===== config.mk =====
export PLATFORM = sky130hd
export DESIGN_NAME = aiin_handler
export DESIGN_NICKNAME = d
export VERILOG_FILES = /design/src/design/aiin_pkg.sv /design/src/design/aiin_handler.sv
export SDC_FILE = /design/constraint.sdc
export NUM_CORES = 1
export LEC_CHECK = 0
export BUFFER_PORTS_ARGS = -buffer_cell sky130_fd_sc_hd__buf_2
export CORE_MARGIN = 2
export CORE_UTILIZATION = 40
export DETAILED_ROUTE_END_ITERATION = 10
export PLACE_DENSITY = 0.56
export SETUP_SLACK_MARGIN = 0.2
export SLEW_MARGIN = 20
export SYNTH_ARGS = -nofsm -noshare
export SYNTH_HDL_FRONTEND = slang
export SYNTH_SLANG_ARGS = --single-unit

===== constraint.sdc =====
create_clock -name clk_i -period 3.3 [get_ports clk_i]
set_clock_uncertainty 0.2 [all_clocks]
set_input_delay 0.165 -clock clk_i [delete_from_list [all_inputs] [get_ports clk_i]]
set_output_delay 0.165 -clock clk_i [all_outputs]
set_load 0.02 [all_outputs]

===== src/design/aiin_pkg.sv =====
// Constants, encodings and carrier types for the identify/idle/nop handler
package aiin_pkg;
	// Register byte offsets
	localparam logic [7:0] AIIN_OFS_CMD      = 8'h00;
	localparam logic [7:0] AIIN_OFS_STATUS   = 8'h04;
	localparam logic [7:0] AIIN_OFS_FEAT     = 8'h08;
	localparam logic [7:0] AIIN_OFS_XFER     = 8'h0c;
	localparam logic [7:0] AIIN_OFS_SECFAIL  = 8'h10;
	localparam logic [7:0] AIIN_OFS_ERASET   = 8'h14;
	localparam logic [7:0] AIIN_OFS_MREV     = 8'h18;
	localparam logic [7:0] AIIN_OFS_IDX      = 8'h1c;
	localparam logic [7:0] AIIN_OFS_IDDATA   = 8'h20;
	localparam logic [7:0] AIIN_OFS_APD      = 8'h24;
	// Command codes
	localparam logic [7:0] AIIN_CMD_IDLE_A   = 8'h97;
	localparam logic [7:0] AIIN_CMD_IDLE_B   = 8'he3;
	localparam logic [7:0] AIIN_CMD_IDLEI_A  = 8'h95;
	localparam logic [7:0] AIIN_CMD_IDLEI_B  = 8'he1;
	localparam logic [7:0] AIIN_CMD_NOP      = 8'h00;
	localparam logic [7:0] AIIN_CMD_IDENT    = 8'hec;
	localparam logic [7:0] AIIN_CMD_UNLOCK   = 8'hf2;
	localparam logic [7:0] AIIN_CMD_ERASE    = 8'hf4;
	// Identify word numbers
	localparam logic [7:0] AIIN_W85  = 8'd85;
	localparam logic [7:0] AIIN_W86  = 8'd86;
	localparam logic [7:0] AIIN_W87  = 8'd87;
	localparam logic [7:0] AIIN_W88  = 8'd88;
	localparam logic [7:0] AIIN_W89  = 8'd89;
	localparam logic [7:0] AIIN_W92  = 8'd92;
	localparam logic [7:0] AIIN_W128 = 8'd128;
	// Fixed identify contents
	localparam logic [15:0] AIIN_W85_FIXED = 16'h7008;
	localparam logic [15:0] AIIN_W87_VAL   = 16'h4000;
	localparam int AIIN_W85_WC = 5;
	localparam int AIIN_W85_LA = 6;
	localparam int AIIN_W85_SE = 1;
	localparam int AIIN_W86_APM = 3;
	localparam int AIIN_W88_SEL = 8;
	localparam int AIIN_W128_MAX = 8;
	// Status bit positions
	localparam int AIIN_ST_BUSY  = 0;
	localparam int AIIN_ST_INTRQ = 1;
	localparam int AIIN_ST_ABRT  = 2;
	localparam int AIIN_ST_IDLE  = 3;
	localparam int AIIN_ST_STBY  = 4;
	localparam int AIIN_ST_APDEN = 5;
	// Timing
	localparam int AIIN_CLK_HZ      = 25_000_000;
	localparam int AIIN_APD_UNIT_US = 5000;
	localparam int AIIN_APD_UNIT_CYC =
		AIIN_APD_UNIT_US * (AIIN_CLK_HZ / 1_000_000);
	localparam logic [1:0] AIIN_EXEC_CYC = 2'h2;
	localparam logic [7:0] AIIN_SEC_TRIES = 8'h05;

	// Feature and security settings written by firmware
	typedef struct packed {
		logic wcache;
		logic lookahead;
		logic apm;
		logic sec_en;
		logic sec_lock;
		logic sec_frz;
		logic sec_max;
	} aiin_feat_type;

	// Selected transfer mode: one register so only one can stand
	typedef struct packed {
		logic       valid;
		logic       udma;
		logic [2:0] mode;
	} aiin_xfer_type;

	typedef enum {
		CMD_IDLE,
		CMD_EXEC,
		CMD_DONE,
		CMD_IRQ
	} aiin_cmd_type;
endpackage


===== src/design/aiin_handler.sv =====
// Identify words 85-128, Idle, Idle Immediate and NOP command handler
//
// Overview of operation
// - Word 87 reads 4000h, validity marker set.
// - Word 85 bits 3,12,13,14 always one.
// - Word 85 bits 0,2,4,7-10 always zero.
// - Word 85 bits 5,6,1 follow live settings.
// - Word 86 only bit 3, set when APM enabled.
// - Ultra DMA and multiword DMA never both selected.
// - Word 88 bits 14:8 one-hot selected mode.
// - Word 88 support bits are cumulative.
// - Word 88 zero without Ultra DMA support.
// - Word 89 holds erase time in two-minute units.
// - Word 92 holds last master password revision.
// - Word 128 bit 8 only at maximum level.
// - Expired count sticky; unlock and erase aborted.
// - Word 128 bits 5,3,2,1,0 report security state.
// - Idle: busy, idle mode, unbusy, then interrupt.
// - Idle count loads 5 ms power-down timer.
// - Idle Immediate same sequence, task file ignored.
// - NOP always ends with aborted command.
`timescale 1ns/1ps
module aiin_handler #(
	parameter int          APD_UNIT_CYC = aiin_pkg::AIIN_APD_UNIT_CYC,
	parameter bit          UDMA_SUP     = 1'b1,
	parameter logic [2:0]  UDMA_MAX     = 3'h6,
	parameter bit          SEC_ENH      = 1'b1
) (
	input  wire logic        clk_i,               // 25 MHz clock
	input  wire logic        nrst_i,              // Async reset, low
	input  wire logic [7:0]  avs_address_i,       // Byte address
	input  wire logic        avs_read_i,          // Read request
	input  wire logic        avs_write_i,         // Write request
	input  wire logic [31:0] avs_writedata_i,     // Write data
	input  wire logic [3:0]  avs_byteenable_i,    // Byte lanes
	output logic      [31:0] avs_readdata_o,      // Read data
	output logic             avs_waitrequest_o,   // Stall
	output logic             busy_o,              // Command busy
	output logic             intrq_o,             // Host interrupt
	output logic             standby_o            // Powered down
);
	import aiin_pkg::*;

	////////////////////////////////////////////////////////////////////
	// State
	logic          wait_ff;
	logic [31:0]   rdata_ff;
	aiin_feat_type feat_ff;
	aiin_xfer_type xfer_ff;
	logic [15:0]   eraset_ff;
	logic [15:0]   mrev_ff;
	logic [7:0]    idx_ff;
	logic [7:0]    fails_ff;
	logic          expired_ff;
	aiin_cmd_type  cmd_st_ff;
	logic [7:0]    code_ff;
	logic [7:0]    count_ff;
	logic [1:0]    exec_ff;
	logic          busy_ff;
	logic          intrq_ff;
	logic          abrt_ff;
	logic          idle_ff;
	logic          stby_ff;
	logic          apden_ff;
	logic [7:0]    apd_units_ff;
	logic [31:0]   apd_tick_ff;

	logic          acc;
	logic          wr;
	logic          wr_lo;
	logic          cmd_go;
	logic [15:0]   w85;
	logic [15:0]   w86;
	logic [15:0]   w88;
	logic [15:0]   w128;
	logic [15:0]   id_word;
	logic [31:0]   rd_mux;
	logic [6:0]    udma_sup_bits;

	////////////////////////////////////////////////////////////////////
	// Avalon slave: one wait cycle, then a single acknowledge cycle
	assign acc   = (avs_read_i | avs_write_i) & wait_ff;
	assign wr    = avs_write_i & ~wait_ff;
	assign wr_lo = wr & avs_byteenable_i[0];

	// Waitrequest drops for exactly one cycle per access
	always_ff @(posedge clk_i or negedge nrst_i) begin
		if (!nrst_i) begin
			wait_ff <= 1'b1;
		end else begin
			wait_ff <= ~acc;
		end
	end

	// Read data captured with the acknowledge, stable at its edge
	always_ff @(posedge clk_i or negedge nrst_i) begin
		if (!nrst_i) begin
			rdata_ff <= 32'h0000_0000;
		end else if (acc && avs_read_i) begin
			rdata_ff <= rd_mux;
		end
	end

	assign avs_waitrequest_o = wait_ff;
	assign avs_readdata_o    = rdata_ff;
	assign busy_o            = busy_ff;
	assign intrq_o           = intrq_ff;
	assign standby_o         = stby_ff;

	////////////////////////////////////////////////////////////////////
	// Firmware settings
	always_ff @(posedge clk_i or negedge nrst_i) begin
		if (!nrst_i) begin
			feat_ff   <= '0;
			eraset_ff <= 16'h0000;
			mrev_ff   <= 16'hfffe;
			idx_ff    <= 8'h00;
		end else if (wr) begin
			case (avs_address_i)
				AIIN_OFS_FEAT:   if (avs_byteenable_i[0]) begin
					feat_ff <= aiin_feat_type'(avs_writedata_i[6:0]);
				end
				AIIN_OFS_ERASET: if (&avs_byteenable_i[1:0]) begin
					eraset_ff <= avs_writedata_i[15:0];
				end
				AIIN_OFS_MREV:   if (&avs_byteenable_i[1:0]) begin
					mrev_ff <= avs_writedata_i[15:0];
				end
				AIIN_OFS_IDX:    if (avs_byteenable_i[0]) begin
					idx_ff <= avs_writedata_i[7:0];
				end
				default: ;
			endcase
		end
	end

	// Transfer mode: one field, so a new selection replaces the old one
	always_ff @(posedge clk_i or negedge nrst_i) begin
		if (!nrst_i) begin
			xfer_ff <= '0;
		end else if (wr_lo && avs_address_i == AIIN_OFS_XFER) begin
			xfer_ff <= aiin_xfer_type'(avs_writedata_i[4:0]);
		end
	end

	////////////////////////////////////////////////////////////////////
	// Security attempt counter, cleared only by reset
	always_ff @(posedge clk_i or negedge nrst_i) begin
		if (!nrst_i) begin
			fails_ff   <= 8'h00;
			expired_ff <= 1'b0;
		end else if (wr_lo && avs_address_i == AIIN_OFS_SECFAIL &&
		             avs_writedata_i[0] && !expired_ff) begin
			fails_ff   <= fails_ff + 8'h01;
			expired_ff <= (fails_ff + 8'h01) >= AIIN_SEC_TRIES;
		end
	end

	////////////////////////////////////////////////////////////////////
	// Identify words
	assign udma_sup_bits = 7'((8'h01 << (UDMA_MAX + 3'h1)) - 8'h01);

	always_comb begin
		w85                = AIIN_W85_FIXED;
		w85[AIIN_W85_WC]   = feat_ff.wcache;
		w85[AIIN_W85_LA]   = feat_ff.lookahead;
		w85[AIIN_W85_SE]   = feat_ff.sec_en;
		w86                = 16'h0000;
		w86[AIIN_W86_APM]  = feat_ff.apm;
		w88                = {9'h000, udma_sup_bits};
		if (xfer_ff.valid && xfer_ff.udma && xfer_ff.mode <= UDMA_MAX) begin
			w88[AIIN_W88_SEL + 32'(xfer_ff.mode)] = 1'b1;
		end
		if (!UDMA_SUP) begin
			w88 = 16'h0000;
		end
		w128 = {7'h00, feat_ff.sec_en & feat_ff.sec_max,
		        2'b00, SEC_ENH, expired_ff, feat_ff.sec_frz,
		        feat_ff.sec_lock, feat_ff.sec_en, 1'b1};
	end

	always_comb begin
		case (idx_ff)
			AIIN_W85:  id_word = w85;
			AIIN_W86:  id_word = w86;
			AIIN_W87:  id_word = AIIN_W87_VAL;
			AIIN_W88:  id_word = w88;
			AIIN_W89:  id_word = eraset_ff;
			AIIN_W92:  id_word = mrev_ff;
			AIIN_W128: id_word = w128;
			default:   id_word = 16'h0000;
		endcase
	end

	// Register read map; unmapped offsets read zero
	always_comb begin
		case (avs_address_i)
			AIIN_OFS_CMD:     rd_mux = {16'h0000, count_ff, code_ff};
			AIIN_OFS_STATUS:  rd_mux = {26'h0, apden_ff, stby_ff, idle_ff,
			                            abrt_ff, intrq_ff, busy_ff};
			AIIN_OFS_FEAT:    rd_mux = {25'h0, feat_ff};
			AIIN_OFS_XFER:    rd_mux = {27'h0, xfer_ff};
			AIIN_OFS_SECFAIL: rd_mux = {23'h0, expired_ff, fails_ff};
			AIIN_OFS_ERASET:  rd_mux = {16'h0000, eraset_ff};
			AIIN_OFS_MREV:    rd_mux = {16'h0000, mrev_ff};
			AIIN_OFS_IDX:     rd_mux = {24'h0, idx_ff};
			AIIN_OFS_IDDATA:  rd_mux = {16'h0000, id_word};
			AIIN_OFS_APD:     rd_mux = {24'h0, apd_units_ff};
			default:          rd_mux = 32'h0000_0000;
		endcase
	end

	////////////////////////////////////////////////////////////////////
	// Command engine; a command written while busy is dropped
	assign cmd_go = wr_lo && avs_address_i == AIIN_OFS_CMD &&
	                cmd_st_ff == CMD_IDLE;

	always_ff @(posedge clk_i or negedge nrst_i) begin
		if (!nrst_i) begin
			cmd_st_ff <= CMD_IDLE;
			code_ff   <= 8'h00;
			count_ff  <= 8'h00;
			exec_ff   <= 2'h0;
			busy_ff   <= 1'b0;
		end else begin
			case (cmd_st_ff)
				CMD_IDLE: if (cmd_go) begin
					code_ff   <= avs_writedata_i[7:0];
					count_ff  <= avs_byteenable_i[1] ?
					             avs_writedata_i[15:8] : 8'h00;
					busy_ff   <= 1'b1;
					exec_ff   <= AIIN_EXEC_CYC;
					cmd_st_ff <= CMD_EXEC;
				end
				CMD_EXEC: begin
					exec_ff <= exec_ff - 2'h1;
					if (exec_ff == 2'h1) begin
						cmd_st_ff <= CMD_DONE;
					end
				end
				CMD_DONE: begin
					busy_ff   <= 1'b0;
					cmd_st_ff <= CMD_IRQ;
				end
				CMD_IRQ:  cmd_st_ff <= CMD_IDLE;
				default:  cmd_st_ff <= CMD_IDLE;
			endcase
		end
	end

	// Interrupt: set after busy drops; set wins over a status clear
	always_ff @(posedge clk_i or negedge nrst_i) begin
		if (!nrst_i) begin
			intrq_ff <= 1'b0;
		end else if (cmd_st_ff == CMD_IRQ) begin
			intrq_ff <= 1'b1;
		end else if (cmd_go || (wr_lo && avs_address_i == AIIN_OFS_STATUS &&
		             avs_writedata_i[AIIN_ST_INTRQ])) begin
			intrq_ff <= 1'b0;
		end
	end

	// Error outcome decided when execution ends
	always_ff @(posedge clk_i or negedge nrst_i) begin
		if (!nrst_i) begin
			abrt_ff <= 1'b0;
		end else if (cmd_go) begin
			abrt_ff <= 1'b0;
		end else if (cmd_st_ff == CMD_DONE) begin
			case (code_ff)
				AIIN_CMD_NOP:    abrt_ff <= 1'b1;
				AIIN_CMD_UNLOCK,
				AIIN_CMD_ERASE:  abrt_ff <= expired_ff;
				AIIN_CMD_IDLE_A, AIIN_CMD_IDLE_B,
				AIIN_CMD_IDLEI_A, AIIN_CMD_IDLEI_B,
				AIIN_CMD_IDENT:  abrt_ff <= 1'b0;
				default:         abrt_ff <= 1'b1;
			endcase
		end
	end

	////////////////////////////////////////////////////////////////////
	// Idle mode and automatic power-down timer
	always_ff @(posedge clk_i or negedge nrst_i) begin
		if (!nrst_i) begin
			idle_ff      <= 1'b0;
			stby_ff      <= 1'b0;
			apden_ff     <= 1'b0;
			apd_units_ff <= 8'h00;
			apd_tick_ff  <= 32'h0;
		end else if (cmd_st_ff == CMD_EXEC && exec_ff == AIIN_EXEC_CYC) begin
			case (code_ff)
				AIIN_CMD_IDLE_A, AIIN_CMD_IDLE_B: begin
					idle_ff      <= 1'b1;
					stby_ff      <= 1'b0;
					apden_ff     <= count_ff != 8'h00;
					apd_units_ff <= count_ff;
					apd_tick_ff  <= 32'(APD_UNIT_CYC - 1);
				end
				AIIN_CMD_IDLEI_A, AIIN_CMD_IDLEI_B: begin
					idle_ff     <= 1'b1;
					stby_ff     <= 1'b0;
					apd_tick_ff <= 32'(APD_UNIT_CYC - 1);
				end
				default: ;
			endcase
		end else if (apden_ff && idle_ff && !busy_ff) begin
			if (apd_tick_ff != 32'h0) begin
				apd_tick_ff <= apd_tick_ff - 32'h1;
			end else if (apd_units_ff == 8'h01) begin
				idle_ff      <= 1'b0;
				stby_ff      <= 1'b1;
				apden_ff     <= 1'b0;
				apd_units_ff <= 8'h00;
			end else begin
				apd_units_ff <= apd_units_ff - 8'h01;
				apd_tick_ff  <= 32'(APD_UNIT_CYC - 1);
			end
		end
	end

	////////////////////////////////////////////////////////////////////
	// Checks
	property p_w87_valid;
		@(posedge clk_i) disable iff (!nrst_i)
		(idx_ff == AIIN_W87 && acc && avs_read_i &&
		 avs_address_i == AIIN_OFS_IDDATA) |=> rdata_ff == 32'h0000_4000;
	endproperty
	a_w87_valid: assert property (p_w87_valid)
		else $error("word 87 not 4000h");

	property p_w85_bits;
		@(posedge clk_i) disable iff (!nrst_i)
		(w85 & 16'h779d) == 16'h7008 && w85[5] == feat_ff.wcache &&
		w85[6] == feat_ff.lookahead && w85[1] == feat_ff.sec_en;
	endproperty
	a_w85_bits: assert property (p_w85_bits)
		else $error("word 85 fixed bits wrong");

	property p_w86_apm;
		@(posedge clk_i) disable iff (!nrst_i)
		$rose(feat_ff.apm) |-> w86 == 16'h0008;
	endproperty
	a_w86_apm: assert property (p_w86_apm)
		else $error("word 86 apm bit wrong");

	property p_w88_sel;
		@(posedge clk_i) disable iff (!nrst_i)
		$onehot0(w88[14:8]) && !w88[15] && !w88[7];
	endproperty
	a_w88_sel: assert property (p_w88_sel)
		else $error("word 88 selection not one-hot");

	property p_w88_follow;
		@(posedge clk_i) disable iff (!nrst_i)
		(wr_lo && avs_address_i == AIIN_OFS_XFER && !avs_writedata_i[3])
		|=> w88[14:8] == 7'h00;
	endproperty
	a_w88_follow: assert property (p_w88_follow)
		else $error("multiword select left ultra mode set");

	property p_w128_max;
		@(posedge clk_i) disable iff (!nrst_i)
		w128[8] |-> (feat_ff.sec_en && feat_ff.sec_max);
	endproperty
	a_w128_max: assert property (p_w128_max)
		else $error("word 128 level bit without max level");

	property p_expired_abort;
		@(posedge clk_i) disable iff (!nrst_i)
		(cmd_st_ff == CMD_DONE && expired_ff &&
		 (code_ff == AIIN_CMD_UNLOCK || code_ff == AIIN_CMD_ERASE))
		|=> abrt_ff ##0 $stable(expired_ff);
	endproperty
	a_expired_abort: assert property (p_expired_abort)
		else $error("unlock or erase not aborted after expiry");

	property p_nop_abort;
		@(posedge clk_i) disable iff (!nrst_i)
		(cmd_go && avs_writedata_i[7:0] == AIIN_CMD_NOP)
		|-> ##4 (!busy_ff && abrt_ff) ##1 intrq_ff;
	endproperty
	a_nop_abort: assert property (p_nop_abort)
		else $error("nop did not abort");

	property p_idle_seq;
		@(posedge clk_i) disable iff (!nrst_i)
		(cmd_go && (avs_writedata_i[7:0] == AIIN_CMD_IDLE_A ||
		            avs_writedata_i[7:0] == AIIN_CMD_IDLEI_B))
		|=> busy_ff ##1 idle_ff ##2 (!busy_ff && !intrq_ff) ##1 intrq_ff;
	endproperty
	a_idle_seq: assert property (p_idle_seq)
		else $error("idle sequence out of order");

	property p_apd_load;
		@(posedge clk_i) disable iff (!nrst_i)
		(cmd_go && avs_writedata_i[7:0] == AIIN_CMD_IDLE_B &&
		 avs_byteenable_i[1])
		|-> ##2 apden_ff == ($past(avs_writedata_i[15:8], 2) != 8'h00);
	endproperty
	a_apd_load: assert property (p_apd_load)
		else $error("power-down timer not loaded");
endmodule


-- Word level (Yosys, flattened, before mapping)
Cells that the tools add are included.
- bits in registers: 190
- bits in latches: 0
- bits in writable memories: 0
- bits in read-only memories: 0
- input bits: 48
- output and inout port bits: 36
- memories: 0
- add/sub/neg operators: 5
- multiply operators: 0
- div/mod/pow operators: 0
- magnitude comparators: 4
- eq/ne operators: 37
- shift operators: 0
- multiplexer cells: 40
- bitwise operators: 7
- reduce and logical (&&, ||, !) cells: 45
- operators with widths (kind ; number):
    $mux W32 ; 7
    $pmux W16 S10 ; 1
    $pmux W16 S7 ; 1
    $pmux W32 S3 ; 1
    $eq A32 B2 Y1 const B ; 2
    $eq A32 B3 Y1 const B ; 2
    $eq A8 B8 Y1 const B ; 8
    $logic_not A32 Y1 ; 2
    $eq A8 B7 Y1 const B ; 6
    $mux W8 ; 6
    $eq A32 B1 Y1 const B ; 1
    $eq A8 B5 Y1 const B ; 4
    $reduce_bool A32 Y1 ; 1
    $sub A32 B1 Y32 const B ; 1
    $mux W1 ; 18
    $eq A8 B4 Y1 const B ; 2
    $eq A8 B6 Y1 const B ; 2
    $mux W16 ; 1
    $reduce_and A4 Y1 ; 4
    $logic_and A1 B1 Y1 ; 15
    $reduce_and A3 Y1 ; 4
    $reduce_bool A2 Y1 ; 6
    $add A8 B1 Y8 const B ; 1
    $eq A8 B1 Y1 const B ; 1
    28 further kinds ; 41

-- Logic depth before layout (Yosys ltp)
Gate-level depths: netlist (run 1).
- word-level depth: 8
- depth in mapped cells: 10

-- Least setup slack after synthesis (run 1)
OpenSTA, ideal clock, no wires.
- path type: reg-to-reg
- from: reg cmd_st_ff[1]
- to: reg apd_tick_ff[2]
- data arrival time: 2.347 ns
- required time: 2.965 ns
- path slack: 0.618 ns
- cell stages (with the launch flop): 11
- path buffers: 3
- clock period less this slack: 2.682 ns
- cells stage by stage: dfrtp_1 -> inv_1 -> ha_1 -> nand2_1 -> a2111oi_4 -> nor2_1 -> clkbuf_1 -> clkbuf_1 -> buf_2 -> o31ai_1 -> nand3_1
- cells in the longest elaborated chain, start to end: 4
- elaborated cells between the ends (all ways): 7
- classes of those cells: eq/ne: 3; mux: 1; reduce/logical: 3
- ends and longest elaborated chain (element ; RTL line ; text):
    from (decl) ; aiin_handler.sv:55 ; aiin_cmd_type cmd_st_ff;
    from (signal assigned) ; aiin_handler.sv:220 ; cmd_st_ff <= CMD_IDLE;
    from (signal assigned) ; aiin_handler.sv:233 ; cmd_st_ff <= CMD_EXEC;
    from (signal assigned) ; aiin_handler.sv:238 ; cmd_st_ff <= CMD_DONE;
    $eq A32 B2 Y1 * ; aiin_handler.sv:291 ; end else if (cmd_st_ff == CMD_EXEC && exec_ff == AIIN_EXEC_CYC) begin
    $logic_and A1 B1 Y1 * ; aiin_handler.sv:291 ;
    $ne A3 B3 Y1 (no source line) (tied with other cells) ; n/a ;
    $reduce_and A3 Y1 (no source line) ; n/a ;
    to (signal assigned) ; aiin_handler.sv:298 ; apd_tick_ff <= 32'(APD_UNIT_CYC - 1);
    to (signal assigned) ; aiin_handler.sv:303 ; apd_tick_ff <= 32'(APD_UNIT_CYC - 1);
    to (signal assigned) ; aiin_handler.sv:309 ; apd_tick_ff <= apd_tick_ff - 32'h1;
    to (decl) ; aiin_handler.sv:66 ; logic [31:0] apd_tick_ff;
Mark *: on every way between the ends. The rest lies on a longest branch, timed or not.
A chain may end at the register's enable or synchronous reset.

-- Worst setup path in the final report (run 1)
- from: reg cmd_st_ff[1]
- to: reg apd_tick_ff[3]
Same word-level chain as after synthesis.

==> results.sh, run 1 <==
export IMPL_grt_pass1_vias=7073
export IMPL_status="complete, no violations"
export IMPL_crit_arrival_ps=2880
export IMPL_grt_setup_unrepaired="no"
export IMPL_initial_core_util_pct=40.9
export IMPL_cts_buffers_inserted=17
export IMPL_clock_sinks=144
export IMPL_port_buffers=49
export IMPL_post_cts_setup_buffers=0
export IMPL_nets=1011
export IMPL_gp_congestion=0.929
export IMPL_drive_above_1_share_pct=22.6
export IMPL_final_common_cell="dfrtp_1"
export IMPL_crit_type="reg2reg"
export IMPL_clk_pin_slew_ps=70
export IMPL_grt_util_all_layers_pct=23.6
export IMPL_slowest_stage="or4_1"
export IMPL_place_inst=1186
export IMPL_clockPowerShare_pct=45.5
export IMPL_critPathLaunch="cmd_st_ff[1]"
export IMPL_antenna_found_initial=0
export IMPL_fillers=2035
export IMPL_netlist_instances=883
export IMPL_synthFlopType="dfrtp_1"
export IMPL_clkLatencyLatePin_ps=420
export IMPL_cts_resized_gates=0
export IMPL_maxCapViolations=0
export IMPL_power_internal_mw=3.08
export IMPL_slew_headroom_pct=49.8
export IMPL_rr_worst_depth=9
export IMPL_grt_max_degree=76
export IMPL_die_h_um=151
export IMPL_power_leakage_nw=4.55
export IMPL_gr_total_overflow=0
export IMPL_synth_seq_cells=144
export IMPL_rrSetupSlack_ps=570
export IMPL_min_path_type="in2async"
export IMPL_critPathMaxStageDelay_ps=530
export IMPL_dp_hpwl_mm=18.4
export IMPL_max_vdd_ir_drop_v=0.000320
export IMPL_fmax_ghz=0.366
export IMPL_layout_common_cells="dfrtp_1, nand2_1, mux2_2"
export IMPL_async_flop_share_pct=100
export IMPL_crit_family="simple AND/OR/NAND/NOR gates"
export IMPL_sw_frac_of_total_pct=28.9
export IMPL_grt_first_pass_wirelength_mm=40.8
export IMPL_drt_pass1_iter_count=5
export IMPL_reg2reg_from="cmd_st_ff[1]"
export IMPL_power_frac_comb_pct=11.9
export IMPL_place_ws_ps=584
export IMPL_cts_max_path_buffers=2
export IMPL_vias=7495
export IMPL_htreeDepth=4
export IMPL_crit_path_start_kind="flip-flop"
export IMPL_hold_violations=0
export IMPL_wl_per_cell_um=20.8
export IMPL_initialDrtViolationCount=397
export IMPL_max_slew_worst_pin_slew_ps=754
export IMPL_clockRootBuffer="clkbuf_16"
export IMPL_routed_wl_mm=25.8
export IMPL_finalCritPeriodShare_pct=82.8
export IMPL_min_period_ps=2730
export IMPL_synth_seq_area_share_pct=42.0
export IMPL_vias_per_cell=6.04
export IMPL_rr_endpoint="apd_tick_ff[3]"
export IMPL_slew_violations=0
export IMPL_core_sq_um=21100
export IMPL_finalSetupViolations=0
export IMPL_cp_cell_sequence="inv_1 > ha_1 > nand2_1 > a2111oi_4 > buf_4 > nor2_2 > buf_4 > or4_1 > a21oi_1"
export IMPL_cts_hold_fix_buffers=21
export IMPL_endpoint="apd_tick_ff[3]"
export IMPL_crit_required_ps=3450
export IMPL_crit_top_cell="buf_4"
export IMPL_cp_max_fo=36
export IMPL_yosys_warnings=0
export IMPL_syn_area_sq_um=8620
export IMPL_cp_depth=9
export IMPL_num_rows=53
export IMPL_num_io_pins=84
export IMPL_syn_to_final_growth_pct=16.3
export IMPL_crit_buf_inv=3
export IMPL_die_area_sq_um=22800
export IMPL_end_kind="flip-flop"
export IMPL_p_seq_share_pct=42.6
export IMPL_worst_slack_ps=569
export IMPL_finalSetupTns_ps=0
export IMPL_synth_edf_count=0
export IMPL_holdWs_ps=128
export IMPL_synthDistinctLibCells=79
export IMPL_final_antenna_net_count=0
export IMPL_cts_tree="built"
export IMPL_die_w_um=151
export IMPL_syn_mean_instance_area_sq_um=9.77
export IMPL_switching_power_mw=1.25
export IMPL_fin_cells=1240
export IMPL_remaining_drc_errors=0
export IMPL_pwr_density_cell_nw_per_um2=431
-- stage by stage --
| step | power (mW) | instance area, sq um | util, % |
|---|---|---|---|
| floorplan | 2.19 | 8680 | - |
| global placement | 2.36 | 9220 | 43.7 |
| detailed placement | 2.36 | 9220 | 43.7 |
| CTS | 4.37 | 10000 | 47.5 |
| global route | 4.51 | 10000 | 47.5 |
| finish | 4.32 | 10000 | 47.5 |
-- worst min-delay path by stage --
| stage | cells after the start | start | to | slack [ps] |
|---|---|---|---|---|
| detailed placement | 1 | nrst_i | fails_ff[2] | 60 |
| finish | 2 | nrst_i | fails_ff[3] | 130 |
| CTS | 4 | avs_address_i[0] | intrq_o | 120 |
| global route | 4 | avs_address_i[0] | intrq_o | 160 |
| floorplan | 0 | nrst_i | abrt_ff | -330 |
| global placement | 1 | nrst_i | fails_ff[2] | 60 |
-- power by group through the flow --
stage / clock network [mW] / logic [mW] / registers, mW
finish: 1.97 / 0.513 / 1.84
global route: 2.09 / 0.568 / 1.85
CTS: 2.01 / 0.514 / 1.84
detailed placement: 0 / 0.487 / 1.88
global placement: 0 / 0.483 / 1.87
floorplan: 0 / 0.328 / 1.87
-- flip-flops by register name, indices dropped and copies added (netlist names), 5 cells and up --
name            cells
apd_tick_ff        32
avs_readdata_o     16
eraset_ff          16
mrev_ff            16
apd_units_ff        8
code_ff             8
count_ff            8
fails_ff            8
idx_ff              8
feat_ff             7
xfer_ff             5
-- cells in the mapped netlist (17+ instances only) --
cell type  number  area [sq um]
a21oi_1        41           205
a221o_1        17           170
a22o_1         21           184
a22oi_1        20           150
and3_1         18           113
clkbuf_1       44           165
dfrtp_1       128          3200
inv_1          23          86.3
mux2_2         59           664
nand2_1        70           263
nand3_1        34           170
nor2_1         41           154
o21ai_0        27           135
o31ai_1        31           233
or4_1          31           233
-- final cells by class --
class | count | area (sq um) | area share (%)
multi-input cells | 658 | 4630 | 46.1
flip-flops and latches | 144 | 3620 | 36.1
well taps | 275 | 344 | 3.43
clock buffers | 18 | 429 | 4.28
clock inverters | 14 | 163 | 1.62
inverters | 23 | 86.3 | 0.861
repair buffers | 107 | 752 | 7.50
diodes | 1 | 2.50 | 0.0250
-- layer usage --
metal	global-route usage [%]	wire [um]	part of all wire, %	vias to the layer above
li1	-	-	-	3499
met1	34.3	12200	47	3726
met2	35.9	11600	45	237
met3	4.82	1570	6.1	33
met4	6.36	478	1.9	0
met5	0	0	0	-
-- logic make-up (layout without fill, tap and decap cells) --
family                   Yosys count  in the layout  share of synthesized area (%)
AO/OA/AOI/OAI                    232            232                           19.6
XOR/XNOR                           7              7                          0.711
adder cells (fa/ha/maj)           12             12                           1.74
buffers and inverters             96            162                           5.24
flip-flops                       144            144                           42.0
multiplexers                      69             69                           9.01
other                              1             17                         0.0435
AND/OR/NAND/NOR                  322            322                           21.6
Note: power is estimated with default switching activity, not from simulation.
==> inputs of run 2 (changes only) <==
--- a/config.mk
+++ b/config.mk
@@ -5,11 +5,12 @@
 export SDC_FILE = /design/constraint.sdc
 export NUM_CORES = 1
 export LEC_CHECK = 0
+export ABC_AREA = 1
 export BUFFER_PORTS_ARGS = -buffer_cell sky130_fd_sc_hd__buf_2
 export CORE_MARGIN = 2
 export CORE_UTILIZATION = 40
 export DETAILED_ROUTE_END_ITERATION = 10
-export PLACE_DENSITY = 0.56
+export PLACE_DENSITY = 0.55
 export SETUP_SLACK_MARGIN = 0.2
 export SLEW_MARGIN = 20
 export SYNTH_ARGS = -nofsm -noshare
==> constraint.sdc (replaced) <==
create_clock -name clk_i -period 2.8 [get_ports clk_i]
set_clock_uncertainty 0.2 [all_clocks]
set_input_delay 0.14 -clock clk_i [delete_from_list [all_inputs] [get_ports clk_i]]
set_output_delay 0.14 -clock clk_i [all_outputs]
set_load 0.02 [all_outputs]
==> run 2 against run 1 <==
  * Combinational power up 75%
  * Clock power up 28%
  * Non-clock buffer count down 14
  * Die area up 4.3%
  * Critical path type is now in2reg
  * Global-route usage up 0.088 points
  * Largest power group unchanged
  * Critical path depth up 1
  * Sequential cell count unchanged
  * Hold slack worse by 120 ps
  * Sequential power up 27%
  * Via count up 12%
==> results.sh, run 2 <==
export IMPL_hold_violations=0
export IMPL_slew_violations=0
export IMPL_antenna_found_initial=0
export IMPL_cp_cell_sequence="dlygate4sd3_1 > buf_2 > nor2_1 > dlygate4sd3_1 > inv_1 > nand3_1 > buf_4 > inv_1 > o21ai_0 > nand2_1"
export IMPL_power_leakage_nw=5.31
export IMPL_die_w_um=154
export IMPL_remaining_drc_errors=0
export IMPL_finalSetupViolations=0
export IMPL_cp_max_fo=17
export IMPL_wl_per_cell_um=16.4
export IMPL_design_area_sq_um=10400
export IMPL_syn_to_final_growth_pct=15.5
export IMPL_finalSetupTns_ps=0
export IMPL_rrSetupSlack_ps=530
export IMPL_final_common_cell="nand2_1"
export IMPL_pwr_density_cell_nw_per_um2=552
export IMPL_synth_seq_area_share_pct=40.2
export IMPL_syn_area_sq_um=9010
export IMPL_num_rows=54
export IMPL_place_ws_ps=503
export IMPL_largest_register="apd_tick_ff"
export IMPL_dp_hpwl_mm=20.4
export IMPL_netlist_instances=1285
export IMPL_holdWs_ps=10.0
export IMPL_crit_family="buffers and inverters"
export IMPL_end_kind="flip-flop"
export IMPL_crit_path_start_kind="input port"
export IMPL_die_h_um=154
export IMPL_endpoint="avs_readdata_o[15]"
export IMPL_num_io_pins=84
export IMPL_drive_above_1_share_pct=13.2
export IMPL_worst_slack_ps=351
export IMPL_synth_seq_cells=144
export IMPL_async_flop_share_pct=100
export IMPL_fmax_ghz=0.408
export IMPL_yosys_warnings=0
export IMPL_cts_hold_fix_buffers=19
export IMPL_syn_mean_instance_area_sq_um=7.01
export IMPL_largest_reg_flops=32
export IMPL_final_antenna_net_count=0
export IMPL_grt_first_pass_wirelength_mm=43.7
export IMPL_crit_required_ps=2970
export IMPL_clockRootBuffer="clkbuf_16"
export IMPL_max_vdd_ir_drop_v=0.000362
export IMPL_clock_sinks=144
export IMPL_grt_pass1_vias=7852
export IMPL_cts_buffers_inserted=17
export IMPL_yosysMostFrequentCell="nand2_1"
export IMPL_initialDrtViolationCount=637
export IMPL_reg2reg_from="apd_tick_ff[0]"
export IMPL_crit_arrival_ps=2620
export IMPL_regArea_sq_um=3620
export IMPL_synth_edf_count=0
export IMPL_worstHoldStart="avs_writedata_i[0]"
export IMPL_synthFlopType="dfrtp_1"
export IMPL_nets=1422
export IMPL_vias=8389
export IMPL_min_path_type="in2reg"
export IMPL_crit_type="in2reg"
export IMPL_slowest_stage="dlygate4sd3_1"
export IMPL_yosysTopAreaCellShare_pct=35.6
export IMPL_port_buffers=49
export IMPL_cts_max_path_buffers=2
export IMPL_clk_pin_slew_ps=60
export IMPL_grt_setup_unrepaired="no"
export IMPL_core_sq_um=22000
export IMPL_drt_pass1_iter_count=5
export IMPL_htreeDepth=4
export IMPL_synthDistinctLibCells=47
export IMPL_rr_worst_depth=9
export IMPL_vias_per_cell=5.07
export IMPL_clkLatencyLatePin_ps=440
export IMPL_synth_top_area_cell="dfrtp_1"
export IMPL_cts_tree="built"
export IMPL_gr_total_overflow=0
export IMPL_rr_endpoint="apd_units_ff[5]"
export IMPL_status="complete, no violations"
export IMPL_ys_top_cells_by_count="nand2_1, nor2_1, dfrtp_1"
export IMPL_critPathLaunch="avs_write_i"
export IMPL_slew_headroom_pct=53.2
export IMPL_dpl_cell_area_sq_um=9570
export IMPL_grt_max_degree=71
export IMPL_routed_wl_mm=27.2
export IMPL_crit_buf_inv=6
export IMPL_finalCritPeriodShare_pct=87.4
export IMPL_die_area_sq_um=23700
export IMPL_grt_util_all_layers_pct=23.7
export IMPL_maxCapViolations=0
export IMPL_cp_depth=10
export IMPL_min_period_ps=2450
export IMPL_cts_resized_gates=0
export IMPL_initial_core_util_pct=41.0
export IMPL_fillers=2260
export IMPL_synthTopCellsByArea="dfrtp_1, nand2_1, nand3_1"
export IMPL_layout_common_cells="nand2_1, nor2_1, dfrtp_1"
export IMPL_multiInputGateArea_sq_um=4650
export IMPL_max_slew_worst_pin_slew_ps=702
export IMPL_gp_congestion=0.952
export IMPL_antennaDiodeCount=0
export IMPL_post_cts_setup_buffers=0
export IMPL_critPathMaxStageDelay_ps=550
[run 2: cell count changes in the layout (fill, tap and decap cells not counted), sizes merged, moves of 25 or more]
cell	delta
nand2	+351
nor2	+126
inv	+98
nand3	+96
o21ai	+91
mux2	-59
or4	-35
a21oi	-29
o31ai	-29
nand4	+25
[run 2: how the worst min path moves through the flow]
stage	to	slack, ps	cells after the start
after global routing	feat_ff[0]	6	3
after global placement	fails_ff[0]	20	1
after floorplan	abrt_ff	-360	0
after detailed placement	fails_ff[0]	30	1
after CTS	feat_ff[0]	6	3
final	feat_ff[0]	10	3
[run 2: power breakdown]
| group | switching (mW) | internal (mW) | total (mW) |
|---|---|---|---|
| clock network | 0.978 | 1.54 | 2.52 |
| logic | 0.583 | 0.316 | 0.899 |
| registers | 0.149 | 2.18 | 2.33 |
| total | 1.71 | 4.04 | 5.75 |
[run 2: final cells by class]
type,instances,share of cell area (%)
multi-input combinational,979,44.7
timing repair buffer,93,6.29
clock inverter,13,1.92
sequential,144,34.8
inverter,127,4.61
clock buffer,19,4.26
tap,280,3.37
[run 2: cell families after synthesis]
kind of cell | share of synthesized area, %
fa+ha+maj | 1.67
simple gates | 37.8
other cells | 0.0416
compound gates | 9.64
xor+xnor | 1.85
flops | 40.2
buf+inv | 8.78
[run 2: per-layer routing]
layer	global-route usage (%)	vias to the layer above	share of wire (%)
met5	0	-	0
met4	6.28	0	1.9
met3	4.03	26	4.2
met2	38.1	212	47
met1	33.1	3882	47
li1	-	4269	-
[run 2: stage by stage]
step | utilization (%) | total power, mW | std cells
after detailed placement | 43.6 | 3.24 | 1604
after global routing | 47.4 | 6.04 | 1655
final | 47.4 | 5.75 | 1655
after global placement | 43.6 | 3.23 | 1604
after CTS | 47.4 | 5.80 | 1655
after floorplan | - | 2.97 | 1300
[run 2: tightest hold or removal path: stages]
cell     delay (ps)
buf_2            80
inv_1           190
o21ai_1         190
